**src/hw/sorc_pkg.sv**
```systemverilog
`default_nettype none
package sorc_pkg;

   // ------------------------------------------------------------------
   // Register map
   // ------------------------------------------------------------------
   localparam logic [7:0] SORC_ADDR_SETUP   = 8'h32;
   localparam logic [7:0] SORC_ADDR_PD_THR  = 8'h33;
   localparam logic [7:0] SORC_ADDR_DIVIDER = 8'h34;
   localparam logic [7:0] SORC_ADDR_CTRL    = 8'h38;
   localparam logic [7:0] SORC_ADDR_LINES   = 8'h39;
   localparam logic [7:0] SORC_ADDR_APPLIED = 8'h3A;

   localparam logic [7:0] SORC_RST_SETUP    = 8'h00;
   localparam logic [5:0] SORC_RST_PD_THR   = 6'h00;
   localparam logic [2:0] SORC_RST_RATIO    = 3'h0;
   localparam logic [2:0] SORC_RST_USAGE    = 3'h0;

   localparam int SORC_CODE_LSB   = 0;
   localparam int SORC_MAG_LSB    = 4;
   localparam int SORC_THR_LSB    = 0;
   localparam int SORC_PD_LSB     = 4;
   localparam int SORC_CTRL_EN    = 0;
   localparam int SORC_CTRL_ERST  = 1;
   localparam int SORC_CTRL_FIRE  = 2;
   localparam int SORC_LINE_DP    = 0;
   localparam int SORC_LINE_DM    = 1;

   // ------------------------------------------------------------------
   // Response codes and reserved field values
   // ------------------------------------------------------------------
   localparam logic [3:0] SORC_RESP_NONE     = 4'h0;
   localparam logic [3:0] SORC_RESP_VOLT_DP  = 4'h1;
   localparam logic [3:0] SORC_RESP_VOLT_DM  = 4'h2;
   localparam logic [3:0] SORC_RESP_VOLT_BO  = 4'h3;
   localparam logic [3:0] SORC_RESP_RES_DP   = 4'h4;
   localparam logic [3:0] SORC_RESP_RSVD_A   = 4'h5;
   localparam logic [3:0] SORC_RESP_DIV_DP   = 4'h6;
   localparam logic [3:0] SORC_RESP_RES_DM   = 4'h7;
   localparam logic [3:0] SORC_RESP_RSVD_B   = 4'h8;
   localparam logic [3:0] SORC_RESP_DIV_DM   = 4'h9;
   localparam logic [3:0] SORC_RESP_SHORT    = 4'hA;
   localparam logic [3:0] SORC_RESP_RSVD_C   = 4'hB;
   localparam logic [3:0] SORC_RESP_DIV_BO   = 4'hC;
   localparam logic [3:0] SORC_RESP_RES_BO   = 4'hD;
   localparam logic [3:0] SORC_RESP_PD_CTRL  = 4'hE;
   localparam logic [3:0] SORC_RESP_PD_ALT   = 4'hF;

   localparam logic [1:0] SORC_LINES_NONE    = 2'h0;
   localparam logic [1:0] SORC_LINES_DP      = 2'h1;
   localparam logic [1:0] SORC_LINES_DM      = 2'h2;
   localparam logic [1:0] SORC_LINES_BOTH    = 2'h3;

   localparam logic [3:0] SORC_MAG_RSVD      = 4'hF;
   localparam logic [3:0] SORC_THR_RSVD      = 4'hF;
   localparam logic [2:0] SORC_RATIO_RSVD    = 3'h7;
   localparam logic [2:0] SORC_USAGE_KEEP    = 3'h0;
   localparam logic [2:0] SORC_USAGE_REMOVE  = 3'h7;

   // ------------------------------------------------------------------
   // Carriers
   // ------------------------------------------------------------------
   typedef struct packed {
      logic volt;
      logic resGnd;
      logic divider;
      logic emuPulldown;
   } sorc_line_t;

   typedef struct packed {
      logic       valid;
      logic       legacy;
      logic [2:0] detectUsageA;
      logic [7:0] setup;
      logic [7:0] pdThr;
      logic [2:0] ratio;
   } sorc_load_t;

   typedef struct packed {
      logic [3:0] voltMag;
      logic [3:0] resMag;
      logic [3:0] divMag;
      logic [2:0] ratio;
      logic       ratioActive;
      logic [1:0] sinkCurrent;
      logic [3:0] threshold;
      logic       thresholdActive;
   } sorc_analog_t;

   typedef struct packed {
      logic [1:0] volt;
      logic [1:0] resGnd;
      logic [1:0] divider;
      logic [1:0] note;
      logic       shortLines;
      logic       pdCtrl;
      logic       withdraw;
      logic       reserved;
   } sorc_class_t;

endpackage
`default_nettype wire

```
**src/hw/sorc_resp_decode.sv**
```systemverilog
`default_nettype none
module sorc_resp_decode (
   input  wire logic [3:0]             respCode,
   output var  sorc_pkg::sorc_class_t  respClass
);
   import sorc_pkg::*;

   always_comb begin
      respClass = '0;
      unique case (respCode)
         SORC_RESP_NONE:    respClass.withdraw   = 1'b1;
         SORC_RESP_VOLT_DP: respClass.volt       = SORC_LINES_DP;
         SORC_RESP_VOLT_DM: respClass.volt       = SORC_LINES_DM;
         SORC_RESP_VOLT_BO: respClass.volt       = SORC_LINES_BOTH;
         SORC_RESP_RES_DP:  respClass.resGnd     = SORC_LINES_DP;
         SORC_RESP_RES_DM:  respClass.resGnd     = SORC_LINES_DM;
         SORC_RESP_RES_BO:  respClass.resGnd     = SORC_LINES_BOTH;
         SORC_RESP_DIV_DP:  respClass.divider    = SORC_LINES_DP;
         SORC_RESP_DIV_DM:  respClass.divider    = SORC_LINES_DM;
         SORC_RESP_DIV_BO:  respClass.divider    = SORC_LINES_BOTH;
         SORC_RESP_SHORT:   respClass.shortLines = 1'b1;
         SORC_RESP_PD_CTRL,
         SORC_RESP_PD_ALT:  respClass.pdCtrl     = 1'b1;
         SORC_RESP_RSVD_A,
         SORC_RESP_RSVD_B,
         SORC_RESP_RSVD_C:  respClass.reserved   = 1'b1;
      endcase
      // The dual voltage code still keeps a fresh pull-down on D+ alone.
      respClass.note = respClass.volt | respClass.resGnd | respClass.divider;
      if (respClass.note == SORC_LINES_BOTH) begin
         respClass.note = (respClass.volt == SORC_LINES_BOTH) ? SORC_LINES_DP : SORC_LINES_NONE;
      end
   end
endmodule
`default_nettype wire

```
**src/hw/sorc_top.sv**
```systemverilog
// The address-and-strobe port is this design's own decision.
`default_nettype none
// Functional notes
// - Code 0000 withdraws every earlier response from both data lines.
// - Codes 0001, 0010, 0011 drive a voltage on D+, D-, or both.
// - Codes 0100, 0111, 1101 tie a resistor to ground on D+, D-, both.
// - Codes 0110, 1001, 1100 place a divider midpoint on D+, D-, both.
// - Code 1110 keeps pull-downs on usage 000, drops on 111, else holds.
// - Code 1111 acts exactly like code 1110.
// - Single-line response keeps pull-down only on usage 000 and untouched line.
// - Divider ratio codes 000 to 110 select seven ratios; 111 is reserved.
// - Divider ratio matters only while a divider response is connected.
// - Divider ratio is not updated while a BC1.2 profile is applied.
// - Pull-down current and threshold are not updated under legacy profiles.
// - Upper bits 7-3 of the divider register read as zero.
// - A reserved code written into a field is dropped; old value stays.
// - Magnitude is decoded by the response type that the code selects.
module sorc_top (
   input  wire logic                     clk_sys,
   input  wire logic                     rst,
   input  wire logic [7:0]               regAddr,
   input  wire logic [7:0]               regWdata,
   input  wire logic                     regWrite,
   input  wire logic                     regRead,
   output logic      [7:0]               regRdata,
   input  wire sorc_pkg::sorc_load_t     profileLoad,
   input  wire logic                     emuResetPulse,
   input  wire logic                     stimulusPin,
   output var  sorc_pkg::sorc_line_t     dataPlusOutput,
   output var  sorc_pkg::sorc_line_t     dataMinusOutput,
   output logic                          lineShort,
   output var  sorc_pkg::sorc_analog_t   analogSetting
);
   import sorc_pkg::*;

   // ------------------------------------------------------------------
   // Configuration fields loaded by the emulation profile engine
   // ------------------------------------------------------------------
   logic [7:0] setupReg, setupNext;
   logic [5:0] pdThrReg, pdThrNext;
   logic [2:0] ratioReg, ratioNext;
   logic [2:0] usageReg, usageNext;
   logic       legacyReg, legacyNext;
   logic [3:0] newCode, newMag, newThr;

   always_comb begin
      newCode    = profileLoad.setup[SORC_CODE_LSB +: 4];
      newMag     = profileLoad.setup[SORC_MAG_LSB +: 4];
      newThr     = profileLoad.pdThr[SORC_THR_LSB +: 4];
      setupNext  = setupReg;
      pdThrNext  = pdThrReg;
      ratioNext  = ratioReg;
      usageNext  = usageReg;
      legacyNext = legacyReg;
      if (profileLoad.valid) begin
         usageNext  = profileLoad.detectUsageA;
         legacyNext = profileLoad.legacy;
         if (newCode != SORC_RESP_RSVD_A && newCode != SORC_RESP_RSVD_B &&
             newCode != SORC_RESP_RSVD_C) begin
            setupNext[SORC_CODE_LSB +: 4] = newCode;
         end
         if (newMag != SORC_MAG_RSVD) begin
            setupNext[SORC_MAG_LSB +: 4] = newMag;
         end
         // Legacy profiles leave the BC1.2 detect settings alone.
         if (!profileLoad.legacy) begin
            pdThrNext[SORC_PD_LSB +: 2] = profileLoad.pdThr[SORC_PD_LSB +: 2];
            if (newThr != SORC_THR_RSVD) begin
               pdThrNext[SORC_THR_LSB +: 4] = newThr;
            end
         end
         if (profileLoad.legacy && profileLoad.ratio != SORC_RATIO_RSVD) begin
            ratioNext = profileLoad.ratio;
         end
      end
   end

   always_ff @(posedge clk_sys) begin
      if (rst) begin
         setupReg  <= SORC_RST_SETUP;
         pdThrReg  <= SORC_RST_PD_THR;
         ratioReg  <= SORC_RST_RATIO;
         usageReg  <= SORC_RST_USAGE;
         legacyReg <= 1'b0;
      end else begin
         setupReg  <= setupNext;
         pdThrReg  <= pdThrNext;
         ratioReg  <= ratioNext;
         usageReg  <= usageNext;
         legacyReg <= legacyNext;
      end
   end

   // ------------------------------------------------------------------
   // Control register and stimulus pin synchroniser
   // ------------------------------------------------------------------
   logic       enableReg, enableNext;
   logic [2:0] stimSyncReg, stimSyncNext;
   logic       ctrlWrite, fire, emuReset;

   always_comb begin
      ctrlWrite    = regWrite && regAddr == SORC_ADDR_CTRL;
      enableNext   = ctrlWrite ? regWdata[SORC_CTRL_EN] : enableReg;
      stimSyncNext = {stimSyncReg[1:0], stimulusPin};
      // Only the second and third stages feed the edge detector.
      fire         = (enableReg && stimSyncReg[1] && !stimSyncReg[2]) ||
                     (ctrlWrite && regWdata[SORC_CTRL_FIRE]);
      emuReset     = emuResetPulse || (ctrlWrite && regWdata[SORC_CTRL_ERST]);
   end

   always_ff @(posedge clk_sys) begin
      if (rst) begin
         enableReg   <= 1'b0;
         stimSyncReg <= 3'h0;
      end else begin
         enableReg   <= enableNext;
         stimSyncReg <= stimSyncNext;
      end
   end

   // ------------------------------------------------------------------
   // Response application per data line
   // ------------------------------------------------------------------
   sorc_class_t respClass;
   sorc_line_t  lineReg [2];
   sorc_line_t  lineNext [2];
   logic [1:0]  appliedReg, appliedNext;
   logic        shortReg, shortNext;

   sorc_resp_decode uDecode (
      .respCode  (setupReg[SORC_CODE_LSB +: 4]),
      .respClass (respClass)
   );

   for (genvar i = 0; i < 2; i++) begin : gLine
      logic hit;
      always_comb begin
         hit            = respClass.volt[i] || respClass.resGnd[i] || respClass.divider[i];
         lineNext[i]    = lineReg[i];
         appliedNext[i] = appliedReg[i];
         if (emuReset) begin
            lineNext[i]             = '0;
            lineNext[i].emuPulldown = 1'b1;
            appliedNext[i]          = 1'b0;
         end else if (fire) begin
            if (respClass.withdraw) begin
               lineNext[i].volt    = 1'b0;
               lineNext[i].resGnd  = 1'b0;
               lineNext[i].divider = 1'b0;
            end else if (respClass.pdCtrl) begin
               if (usageReg == SORC_USAGE_KEEP) begin
                  lineNext[i].emuPulldown = 1'b1;
               end else if (usageReg == SORC_USAGE_REMOVE) begin
                  lineNext[i].emuPulldown = 1'b0;
               end
            end else if (hit) begin
               lineNext[i].volt    = respClass.volt[i];
               lineNext[i].resGnd  = respClass.resGnd[i];
               lineNext[i].divider = respClass.divider[i];
               // A fresh line on usage 000 keeps its reset pull-down only if its respClass.note bit is set.
               lineNext[i].emuPulldown = lineReg[i].emuPulldown && respClass.note[i] &&
                                         usageReg == SORC_USAGE_KEEP &&
                                         !appliedReg[i];
               appliedNext[i] = 1'b1;
            end
         end
      end

      always_ff @(posedge clk_sys) begin
         if (rst) begin
            lineReg[i]    <= '0;
            appliedReg[i] <= 1'b0;
         end else begin
            lineReg[i]    <= lineNext[i];
            appliedReg[i] <= appliedNext[i];
         end
      end
   end

   // ------------------------------------------------------------------
   // Short and analog settings
   // ------------------------------------------------------------------
   sorc_analog_t analogReg, analogNext;
   logic [3:0]   magField;

   always_comb begin
      magField  = setupReg[SORC_MAG_LSB +: 4];
      shortNext = shortReg;
      if (emuReset || (fire && respClass.withdraw)) begin
         shortNext = 1'b0;
      end else if (fire && respClass.shortLines) begin
         shortNext = 1'b1;
      end
      analogNext = analogReg;
      if (fire && !emuReset) begin
         if (respClass.volt != SORC_LINES_NONE) begin
            analogNext.voltMag = magField;
         end
         if (respClass.resGnd != SORC_LINES_NONE) begin
            analogNext.resMag = magField;
         end
         if (respClass.divider != SORC_LINES_NONE) begin
            analogNext.divMag = magField;
         end
      end
      // The ratio is only presented while a divider is connected.
      analogNext.ratioActive = lineNext[SORC_LINE_DP].divider ||
                               lineNext[SORC_LINE_DM].divider;
      analogNext.ratio       = analogNext.ratioActive ? ratioReg : SORC_RST_RATIO;
      analogNext.sinkCurrent = pdThrReg[SORC_PD_LSB +: 2];
      analogNext.threshold   = pdThrReg[SORC_THR_LSB +: 4];
      analogNext.thresholdActive = usageReg != SORC_USAGE_KEEP &&
                                   usageReg != SORC_USAGE_REMOVE;
   end

   always_ff @(posedge clk_sys) begin
      if (rst) begin
         shortReg  <= 1'b0;
         analogReg <= '0;
      end else begin
         shortReg  <= shortNext;
         analogReg <= analogNext;
      end
   end

   // ------------------------------------------------------------------
   // Register readback
   // ------------------------------------------------------------------
   logic [7:0] rdataReg, rdataNext;

   always_comb begin
      rdataNext = 8'h00;
      if (regRead) begin
         unique case (regAddr)
            SORC_ADDR_SETUP:   rdataNext = setupReg;
            SORC_ADDR_PD_THR:  rdataNext = {2'h0, pdThrReg};
            SORC_ADDR_DIVIDER: rdataNext = {5'h00, ratioReg};
            SORC_ADDR_CTRL:    rdataNext = {7'h00, enableReg};
            SORC_ADDR_LINES:   rdataNext = {lineReg[SORC_LINE_DM], lineReg[SORC_LINE_DP]};
            SORC_ADDR_APPLIED: rdataNext = {legacyReg, usageReg, 1'b0, shortReg, appliedReg};
            default:           rdataNext = 8'h00;
         endcase
      end
   end

   always_ff @(posedge clk_sys) begin
      if (rst) begin
         rdataReg <= 8'h00;
      end else begin
         rdataReg <= rdataNext;
      end
   end

   assign regRdata        = rdataReg;
   assign dataPlusOutput  = lineReg[SORC_LINE_DP];
   assign dataMinusOutput = lineReg[SORC_LINE_DM];
   assign lineShort       = shortReg;
   assign analogSetting   = analogReg;

   logic [3:0] heldCode;
   assign heldCode = setupReg[SORC_CODE_LSB +: 4];
endmodule
`default_nettype wire

```
**config.mk**
```make
export PLATFORM = sky130hd
export DESIGN_NAME = sorc_top
export DESIGN_NICKNAME = d
export VERILOG_FILES = /design/src/hw/sorc_pkg.sv /design/src/hw/sorc_resp_decode.sv /design/src/hw/sorc_top.sv
export SDC_FILE = /design/constraint.sdc
export NUM_CORES = 1
export LEC_CHECK = 0
export BUFFER_PORTS_ARGS = -buffer_cell sky130_fd_sc_hd__buf_2
export CELL_PAD_IN_SITES_DETAIL_PLACEMENT = 0
export CELL_PAD_IN_SITES_GLOBAL_PLACEMENT = 1
export CORE_AREA = 2 2 123 95
export CTS_CLUSTER_SIZE = 30
export DETAILED_ROUTE_END_ITERATION = 12
export DIE_AREA = 0 0 125 97
export PLACE_DENSITY_LB_ADDON = 0.3
export SYNTH_ARGS = -nofsm -noshare
export SYNTH_HDL_FRONTEND = slang
export SYNTH_SLANG_ARGS = --single-unit
```
**constraint.sdc**
```tcl
create_clock -name clk_sys -period 2.9 [get_ports clk_sys]
set_clock_uncertainty 0.1 [all_clocks]
set_input_delay 0.145 -clock clk_sys [delete_from_list [all_inputs] [get_ports clk_sys]]
set_output_delay 0.145 -clock clk_sys [all_outputs]
set_load 0.02 [all_outputs]
```
==> impl_metrics.py, run 1 <==
metrics = {
    "floorplan": {
        "core_region_area_sq_um": 10820,
        "die_area_sq_um": 12130,
        "num_rows": 33,
        "die_width_um": 125,
        "initial_core_util_pct": 29.47,
        "die_y_um": 97,
        "pin_count": 86,
    },
    "setup_path": {
        "path_cells": "buf_4 > nand2_1 > nor3_1 > a31o_2 > a31oi_1 > a21oi_1",
        "crit_path_end_kind": "register",
        "ff2ff_setup_slack_ps": 860,
        "path_delay_family": "flip-flops",
        "crit_fanout": 13,
        "critPathLaunchType": "register",
        "slowest_stage": "dfxtp_1",
        "cp_num_buf_inv": 1,
        "worstReg2RegEnd": "lineReg[0][0]",
        "critPathKind": "reg2reg",
        "slowest_delay_ps": 600,
        "crit_arrival_ps": 2200,
        "required_ps": 3060,
        "r2r_start": "setupReg[2]",
        "reg2reg_depth": 6,
        "startpoint": "setupReg[2]",
    },
    "global_routing": {
        "met3_usage_pct": 4.867,
        "overflow": 0,
        "track_usage_pct": 16.45,
        "gr-usage-met1_pct": 23.28,
        "grt_pass1_wl_mm": 15.81,
        "grt_max_degree": 32,
        "top_usage_layer": "met2",
        "met2_usage_pct": 24.37,
        "grt_pass1_vias": 2954,
        "antenna_found_initial": 0,
    },
    "timing": {
        "finalSetupViolCount": 0,
        "final.min_clock_period_ps": 2039,
        "drv_slew": 0,
        "holdWs_ps": 15.40,
        "hold_viol_final": 0,
        "fin_tns_setup_ps": 0,
        "tightest_slew_ps": 642.6,
        "rsz0062_at_grt": "no",
        "relSlewSlack_pct": 56.59,
        "finalCritPeriodShare_pct": 70.30,
        "clock.fmax_mhz": 490.5,
    },
    "power": {
        "ir_drop_v": 0.0003394,
        "power_density_nw_per_um2": 547.5,
        "power_w": 0.002274,
        "p_leak_nw": 1.704,
    },
    "route": {
        "detail_route.iter0.violations": 197,
        "firstDrtPassIters": 5,
        "via_per_inst": 4.955,
        "vias": 2973,
        "wl_per_cell_um": 16.01,
        "wl_mm": 9.608,
        "ant_nets": 0,
        "drc": 0,
    },
    "yosys": {
        "ys_warn_count": 0,
        "yosysTopAreaCellShare_pct": 42.07,
        "synthArstFlopShare_pct": 0,
        "synth-compound-area-share_pct": 17.23,
        "synthSimpleGateAreaFrac_pct": 26.45,
        "ys.flop_type": "dfxtp_1",
        "synth_cells": 365,
        "ys_types": 60,
        "synth-seq-cells": 67,
        "synth_edf_count": 0,
        "yosysTopAreaCell": "dfxtp_1",
        "synth_fa_ha_area_share_pct": 0,
        "avgSynthCellArea_sq_um": 8.734,
        "synth_area_sq_um": 3188,
        "synth_nets": 411,
        "synth_top_family_by_area": "simple AND/OR/NAND/NOR gates",
        "seq_area_frac_synth_pct": 42.07,
        "synth.mux.area_fraction_pct": 8.909,
        "synth_xor_area_share_pct": 1.334,
        "synth_area_leaders": "dfxtp_1 42%, mux2i_1 7.8%, nor2_1 6.1%",
    },
    "worst_hold_path": {
        "hold_end": "ratioReg[0]",
        "holdCritPathClass": "in2reg",
        "worstHoldPathCells": 3,
        "min-delay-start": "profileLoad[0]",
    },
    "outcome": {
        "status": "complete, no violations",
    },
    "final_layout": {
        "finalNonFillerCells": 600,
        "final_layout_size_suffix_gt1_share_pct": 25.00,
        "syn_to_final_growth_pct": 30.30,
        "final_area_sq_um": 4154,
        "n_fill_cell": 1136,
        "finalNetCount": 502,
        "diodes": 0,
    },
    "placed_design": {
        "finalWeightedCongestion": 0.8979,
        "place_area_sq_um": 3690,
        "place_inst": 567,
        "port_buffers": 78,
        "place_hpwl_mm": 7.102,
    },
    "clock_network": {
        "cts_tree": "done",
        "cts_max_path_buffers": 2,
        "cts_sinks": 67,
        "insertion_delay_ps": 330,
        "clk_pin_slew_ps": 60,
        "cts-root-buf": "clkbuf_16",
        "cts_buffers": 9,
        "ctsResizeCount": 0,
        "h-tree-depth": 3,
    },
    "job": {
        "cap_violations": 0,
    },
}
==> metrics by stage <==
| step | utilization, % | setup slack, ps |
|---|---|---|
| 2_1_floorplan | - | 1317 |
| 3_3_place_gp | 34.11 | 920.9 |
| 3_5_place_dp | 34.11 | 903.0 |
| 4_1_cts | 38.40 | 874.2 |
| 5_1_grt | 38.40 | 690.5 |
| 6_report | 38.40 | 861.3 |
==> Yosys cell counts, types with 6 or more instances <==
cell,number
a21oi_1,22
nand2_1,27
buf_2,6
nor2b_1,13
o21ai_0,14
nor3_1,13
a22oi_1,6
nand2b_1,22
mux2i_1,25
dfxtp_1,67
nor2_1,52
clkbuf_1,10
a31oi_1,8
==> sequential cells by signal, indices dropped and copies added (netlist names), 2 cells and up <==
signal	count
stimSyncReg	3
appliedReg	2
setupReg	8
regRdata	8
pdThrReg	6
ratioReg	3
analogSetting	23
usageReg	3
lineReg	8
==> area by class of cell <==
| cell class | count | area (sq um) | share of cell area (%) |
|---|---|---|---|
| inverters | 5 | 18.77 | 0.4518 |
| clock inverters | 5 | 55.05 | 1.325 |
| clock buffers | 10 | 229.0 | 5.512 |
| flip-flops and latches | 67 | 1341 | 32.29 |
| well taps | 140 | 175.2 | 4.217 |
| repair buffers | 102 | 615.6 | 14.82 |
| multi-input cells | 271 | 1719 | 41.39 |
==> kinds of logic (layout without fill, tap and decap cells) <==
logic type             Yosys count  in the layout
AND/OR/NAND/NOR                159            159
multiplexers                    28             28
XOR/XNOR                         4              4
AO/OA/AOI/OAI                   80             80
buffers and inverters           27            122
flip-flops                      67             67
==> metal layers <==
metal / vias up / wire length, um
met1: 1379 / 4817
li1: 1491 / -
met5: - / 0
met2: 99 / 4018
met4: 0 / 35
met3: 4 / 737
==> worst min-delay path, stage by stage <==
cell,delay (ps)
buf_2,110
nor2_1,90
nor3_1,50
==> power breakdown <==
group / switching (W) / internal [W]
combinational: 0.000133 / 0.000106
sequential: 0.0000323 / 0.000947
clock: 0.000400 / 0.000657
==> repair_timing <==
| action | CTS | global route |
|---|---|---|
| hold buffers | 18 | 0 |
| endpoints found under the hold margin | 18 | 0 |
| setup buffers | 0 | 0 |
==> placed cells by master (no fill, tap or decap), types with 8 or more instances in the layout <==
master	instances
a21oi_1	22
a31oi_1	8
buf_2	78
clkbuf_16	9
dfxtp_1	67
dlygate4sd3_1	18
mux2i_1	25
nand2_1	27
nand2b_1	22
nor2_1	52
nor2b_1	13
nor3_1	13
o21ai_0	14
==> how the worst max path moves through the flow <==
| stage | endpoint | slack (ps) | depth (start not counted) |
|---|---|---|---|
| after CTS | analogSetting[16] | 870 | 6 |
| after global routing | analogSetting[13] | 690 | 6 |
| after floorplan | analogSetting[11] | 1320 | 6 |
| final | lineReg[0][0] | 860 | 6 |
| after global placement | analogSetting[11] | 920 | 6 |
| after detailed placement | analogSetting[13] | 900 | 6 |
No activity file was read; power rests on OpenSTA's default activity.
==> inputs of run 2 (changes only) <==
==> constraint.sdc (replaced) <==
create_clock -name clk_sys -period 1.99 [get_ports clk_sys]
set_clock_uncertainty 0.1 [all_clocks]
set_input_delay 0.0995 -clock clk_sys [delete_from_list [all_inputs] [get_ports clk_sys]]
set_output_delay 0.0995 -clock clk_sys [all_outputs]
set_load 0.02 [all_outputs]
==> impl_metrics.py, run 2 (synthesis gave the netlist of run 1 again) <==
metrics = {
    "global_routing": {
        "track_usage_pct": 16.43,
        "grt_max_degree": 25,
        "grt_pass1_vias": 3055,
        "overflow": 0,
        "antenna_found_initial": 0,
        "grt_pass1_wl_mm": 15.84,
    },
    "setup_path": {
        "crit_path_end_kind": "register",
        "crit_fanout": 8,
        "required_ps": 2150,
        "critPathLaunchType": "register",
        "critPathKind": "reg2reg",
        "crit_arrival_ps": 1960,
    },
    "route": {
        "wl_met2_mm": 4.066,
        "detail_route.iter0.violations": 238,
        "wl_mm": 9.785,
        "firstDrtPassIters": 5,
        "vias": 3094,
        "route.top_layer_used": "met4",
        "wl_met1_mm": 4.858,
        "wl_met3_um": 773,
        "via_per_inst": 4.974,
        "ant_nets": 0,
        "drc": 0,
        "wl_per_cell_um": 15.73,
    },
    "timing": {
        "tightest_slew_ps": 583.9,
        "hold_viol_final": 0,
        "rsz0062_at_grt": "no",
        "final.min_clock_period_ps": 1793,
        "fin_tns_setup_ps": 0,
        "relSlewSlack_pct": 60.46,
        "finalSetupViolCount": 0,
        "drv_slew": 0,
        "clock.fmax_mhz": 557.6,
        "finalCritPeriodShare_pct": 90.12,
    },
    "final_layout": {
        "finalNetCount": 523,
        "largest_reg_flops": 23,
        "syn_to_final_growth_pct": 38.19,
        "layout_commonest_cell": "buf_2",
        "final_area_sq_um": 4405,
        "layout_common_cells": "78 x buf_2, 67 x dfxtp_1, 52 x nor2_1",
        "final_layout_size_suffix_gt1_share_pct": 27.59,
        "n_fill_cell": 1120,
        "diodes": 0,
    },
    "outcome": {
        "status": "complete, no violations",
    },
    "clock_network": {
        "cts_buffers": 9,
        "cts-root-buf": "clkbuf_16",
        "cts_sinks": 67,
        "clk_pin_slew_ps": 60,
        "insertion_delay_ps": 330,
        "h-tree-depth": 3,
        "cts_max_path_buffers": 2,
        "postCtsSetupBuffers": 0,
        "cts_tree": "done",
    },
    "floorplan": {
        "die_width_um": 125,
        "die_area_sq_um": 12130,
        "num_rows": 33,
        "pin_count": 86,
        "die_y_um": 97,
        "initial_core_util_pct": 29.47,
        "core_region_area_sq_um": 10820,
    },
    "placed_design": {
        "finalWeightedCongestion": 0.9199,
        "port_buffers": 78,
        "place_area_sq_um": 3810,
        "place_hpwl_mm": 7.397,
    },
    "power": {
        "ir_drop_v": 0.0007678,
        "power_density_nw_per_um2": 854.1,
        "p_leak_nw": 1.842,
    },
    "job": {
        "cap_violations": 0,
    },
    "worst_hold_path": {
        "holdCritPathClass": "in2reg",
    },
}
-- run 2: cell count changes in the layout (fill, tap and decap cells not counted), sizes merged --
cell         change
buf             +16
bufinv           +3
clkbuf           -1
clkinv           -1
dlygate4sd3      +5
-- run 2: cell type report --
cell class	count	area, sq um	share of cell area [%]
Clock inverter	7	140.1	3.181
Multi-Input combinational cell	271	1719	39.02
Sequential cell	67	1341	30.45
Inverter	5	18.77	0.4260
Clock buffer	9	225.2	5.112
Tap cell	140	175.2	3.976
Timing Repair Buffer	123	785.8	17.84
-- run 2: through the flow --
| step | hold slack, ps | power (W) | util, % | worst slack [ps] | std cells |
|---|---|---|---|---|---|
| floorplan | 127.7 | 0.001653 | - | 406.9 | 365 |
| global placement | 225.9 | 0.001799 | 35.22 | 242.5 | 583 |
| detailed placement | 237.5 | 0.001803 | 35.22 | 222.9 | 583 |
| CTS | 3.805 | 0.003801 | 40.72 | 198.7 | 622 |
| global route | 27.64 | 0.003905 | 40.72 | 66.79 | 622 |
| finish | 13.91 | 0.003763 | 40.72 | 196.6 | 622 |
-- run 2: final timing paths --
kind / from / to / slack (ps) / cells past startpoint
max: setupReg[1] / lineReg[0][0] / 200 / 7
min reg2reg: stimSyncReg[0] / stimSyncReg[1] / 350 / 1
max reg2reg: setupReg[1] / lineReg[0][0] / 200 / 7
min: profileLoad[0] / ratioReg[0] / 10 / 3
-- run 2: critical path: stages, from the launching register on --
cell     delay, ps
dfxtp_1        430
buf_4          160
buf_4          140
nand2_1         80
nor3_1         430
a31o_2         180
a31oi_1         80
a21oi_1        140
-- run 2: per-layer routing --
layer	vias up	global-route usage (%)
met5	-	0
met4	0	4.188
met3	8	5.365
met2	116	23.70
met1	1438	23.54
li1	1532	-
-- run 2: timing repair --
| item | CTS | global route |
|---|---|---|
| hold endpoints to repair | 24 | 0 |
| hold buffers | 23 | 0 |
| endpoints found under the setup margin | 0 | 0 |
| resized for setup | 0 | 0 |
-- run 2: where the power goes --
part	internal (W)	total (W)	leakage, nW	switching, W
registers	0.00138	0.00142	0.545	0.0000385
logic	0.000182	0.000394	1.13	0.000212
clock network	0.00135	0.00195	0.172	0.000604
==> inputs of run 3 (changes only) <==
--- a/config.mk
+++ b/config.mk
@@ -13,6 +13,7 @@
 export DETAILED_ROUTE_END_ITERATION = 12
 export DIE_AREA = 0 0 125 97
 export PLACE_DENSITY_LB_ADDON = 0.3
+export REMOVE_ABC_BUFFERS = 1
 export SYNTH_ARGS = -nofsm -noshare
 export SYNTH_HDL_FRONTEND = slang
 export SYNTH_SLANG_ARGS = --single-unit
==> impl_metrics.py, run 3 (synthesis gave the netlist of run 1 again) <==
metrics = {
    "outcome": {
        "status": "complete, no violations",
    },
    "timing": {
        "final.min_clock_period_ps": 1830,
        "holdWs_ps": 26.26,
        "drv_slew": 0,
        "clock.fmax_mhz": 546.4,
        "hold_viol_final": 0,
        "tightest_slew_ps": 549.4,
        "fin_tns_setup_ps": 0,
        "relSlewSlack_pct": 62.79,
        "rsz0062_at_grt": "no",
        "finalCritPeriodShare_pct": 91.97,
        "finalSetupViolCount": 0,
    },
    "setup_path": {
        "slowest_stage": "dfxtp_1",
        "path_cells": "buf_4 > nand2_1 > nor3_1 > a31o_2 > a31oi_1 > a21oi_1",
        "crit_path_end_kind": "register",
        "slowest_delay_ps": 450,
        "critPathLaunchType": "register",
        "required_ps": 2150,
        "crit_arrival_ps": 1990,
        "crit_fanout": 16,
        "critPathKind": "reg2reg",
        "reg2reg_depth": 6,
    },
    "route": {
        "via_per_inst": 5.016,
        "drc": 0,
        "detail_route.iter0.violations": 172,
        "vias": 3105,
        "wl_per_cell_um": 15.73,
        "ant_nets": 0,
        "wl_mm": 9.735,
        "firstDrtPassIters": 5,
    },
    "floorplan": {
        "num_rows": 33,
        "die_width_um": 125,
        "core_region_area_sq_um": 10820,
        "die_y_um": 97,
        "initial_core_util_pct": 29.47,
        "pin_count": 86,
        "die_area_sq_um": 12130,
    },
    "worst_hold_path": {
        "holdCritPathClass": "in2reg",
        "worstHoldPathCells": 2,
    },
    "final_layout": {
        "finalNetCount": 520,
        "final_layout_size_suffix_gt1_share_pct": 26.93,
        "diodes": 0,
        "layout_common_cells": "78 x buf_2, 67 x dfxtp_1, 52 x nor2_1",
        "largest_reg_flops": 23,
        "syn_to_final_growth_pct": 36.03,
        "layout_commonest_cell": "buf_2",
    },
    "placed_design": {
        "port_buffers": 78,
        "finalWeightedCongestion": 0.8943,
        "place_hpwl_mm": 7.271,
    },
    "power": {
        "p_leak_nw": 1.808,
        "power_w": 0.003508,
        "ir_drop_v": 0.0003637,
        "power_density_nw_per_um2": 808.8,
    },
    "clock_network": {
        "ctsResizeCount": 0,
        "cts_max_path_buffers": 2,
        "cts_buffers": 9,
        "clk_pin_slew_ps": 60,
        "insertion_delay_ps": 330,
        "cts-root-buf": "clkbuf_16",
        "postCtsSetupBuffers": 0,
        "hold_buffers": 23,
        "cts_sinks": 67,
        "cts_tree": "done",
        "h-tree-depth": 3,
    },
    "job": {
        "cap_violations": 0,
    },
    "global_routing": {
        "antenna_found_initial": 0,
        "grt_max_degree": 45,
        "overflow": 0,
        "grt_pass1_vias": 2930,
        "track_usage_pct": 15.98,
        "grt_pass1_wl_mm": 15.39,
    },
}
run 3: cell types whose count changed in the layout (fill, tap and decap cells not counted):
cell        delta
buf_4          -3
bufinv_16      -2
clkinv_4       +2
clkbuf_1       +1
clkinvlp_4     -1
run 3: area by class of cell:
cell class              count  area, sq um
repair buffers            120        763.2
fillers                  1130         6481
inverters                   5        18.77
multi-input cells         271         1719
flip-flops and latches     67         1341
well taps                 140        175.2
clock buffers              10        229.0
clock inverters             6        90.09
run 3: routing by layer:
layer	vias up	GRT usage (%)	share of wire, %
met5	-	0	0
met2	121	22.78	41
met3	10	4.646	7.4
li1	1532	-	-
met4	0	4.444	1.1
met1	1442	23.31	50
run 3: final timing paths:
check,start,end,slack (ps)
hold reg to reg,stimSyncReg[0],stimSyncReg[1],350
hold / removal,rst,stimSyncReg[2],30
setup reg to reg,setupReg[2],lineReg[0][0],160
setup / recovery,setupReg[2],lineReg[0][0],160
run 3: power by group:
part	total, W	switching [W]	internal (W)
logic	0.000387	0.000209	0.000178
clock network	0.00170	0.000605	0.00110
registers	0.00142	0.0000378	0.00138
run 3: critical path: cells and delay by family (launching register included):
| family | cells | cell delay [ps] |
|---|---|---|
| buffers and inverters | 1 | 270 |
| AOI/OAI and AO/OA | 3 | 390 |
| DFF | 1 | 450 |
| and+or+nand+nor | 2 | 540 |
run 3: through the flow:
step / instance area, sq um / setup slack (ps) / utilization, % / cells
after global placement: 3787 / 236.2 / 35.01 / 580
after detailed placement: 3787 / 217.1 / 35.01 / 580
final: 4337 / 159.7 / 40.09 / 619
after floorplan: 3079 / 139.3 / - / 343
after CTS: 4337 / 199.8 / 40.09 / 619
after global routing: 4337 / 53.99 / 40.09 / 619
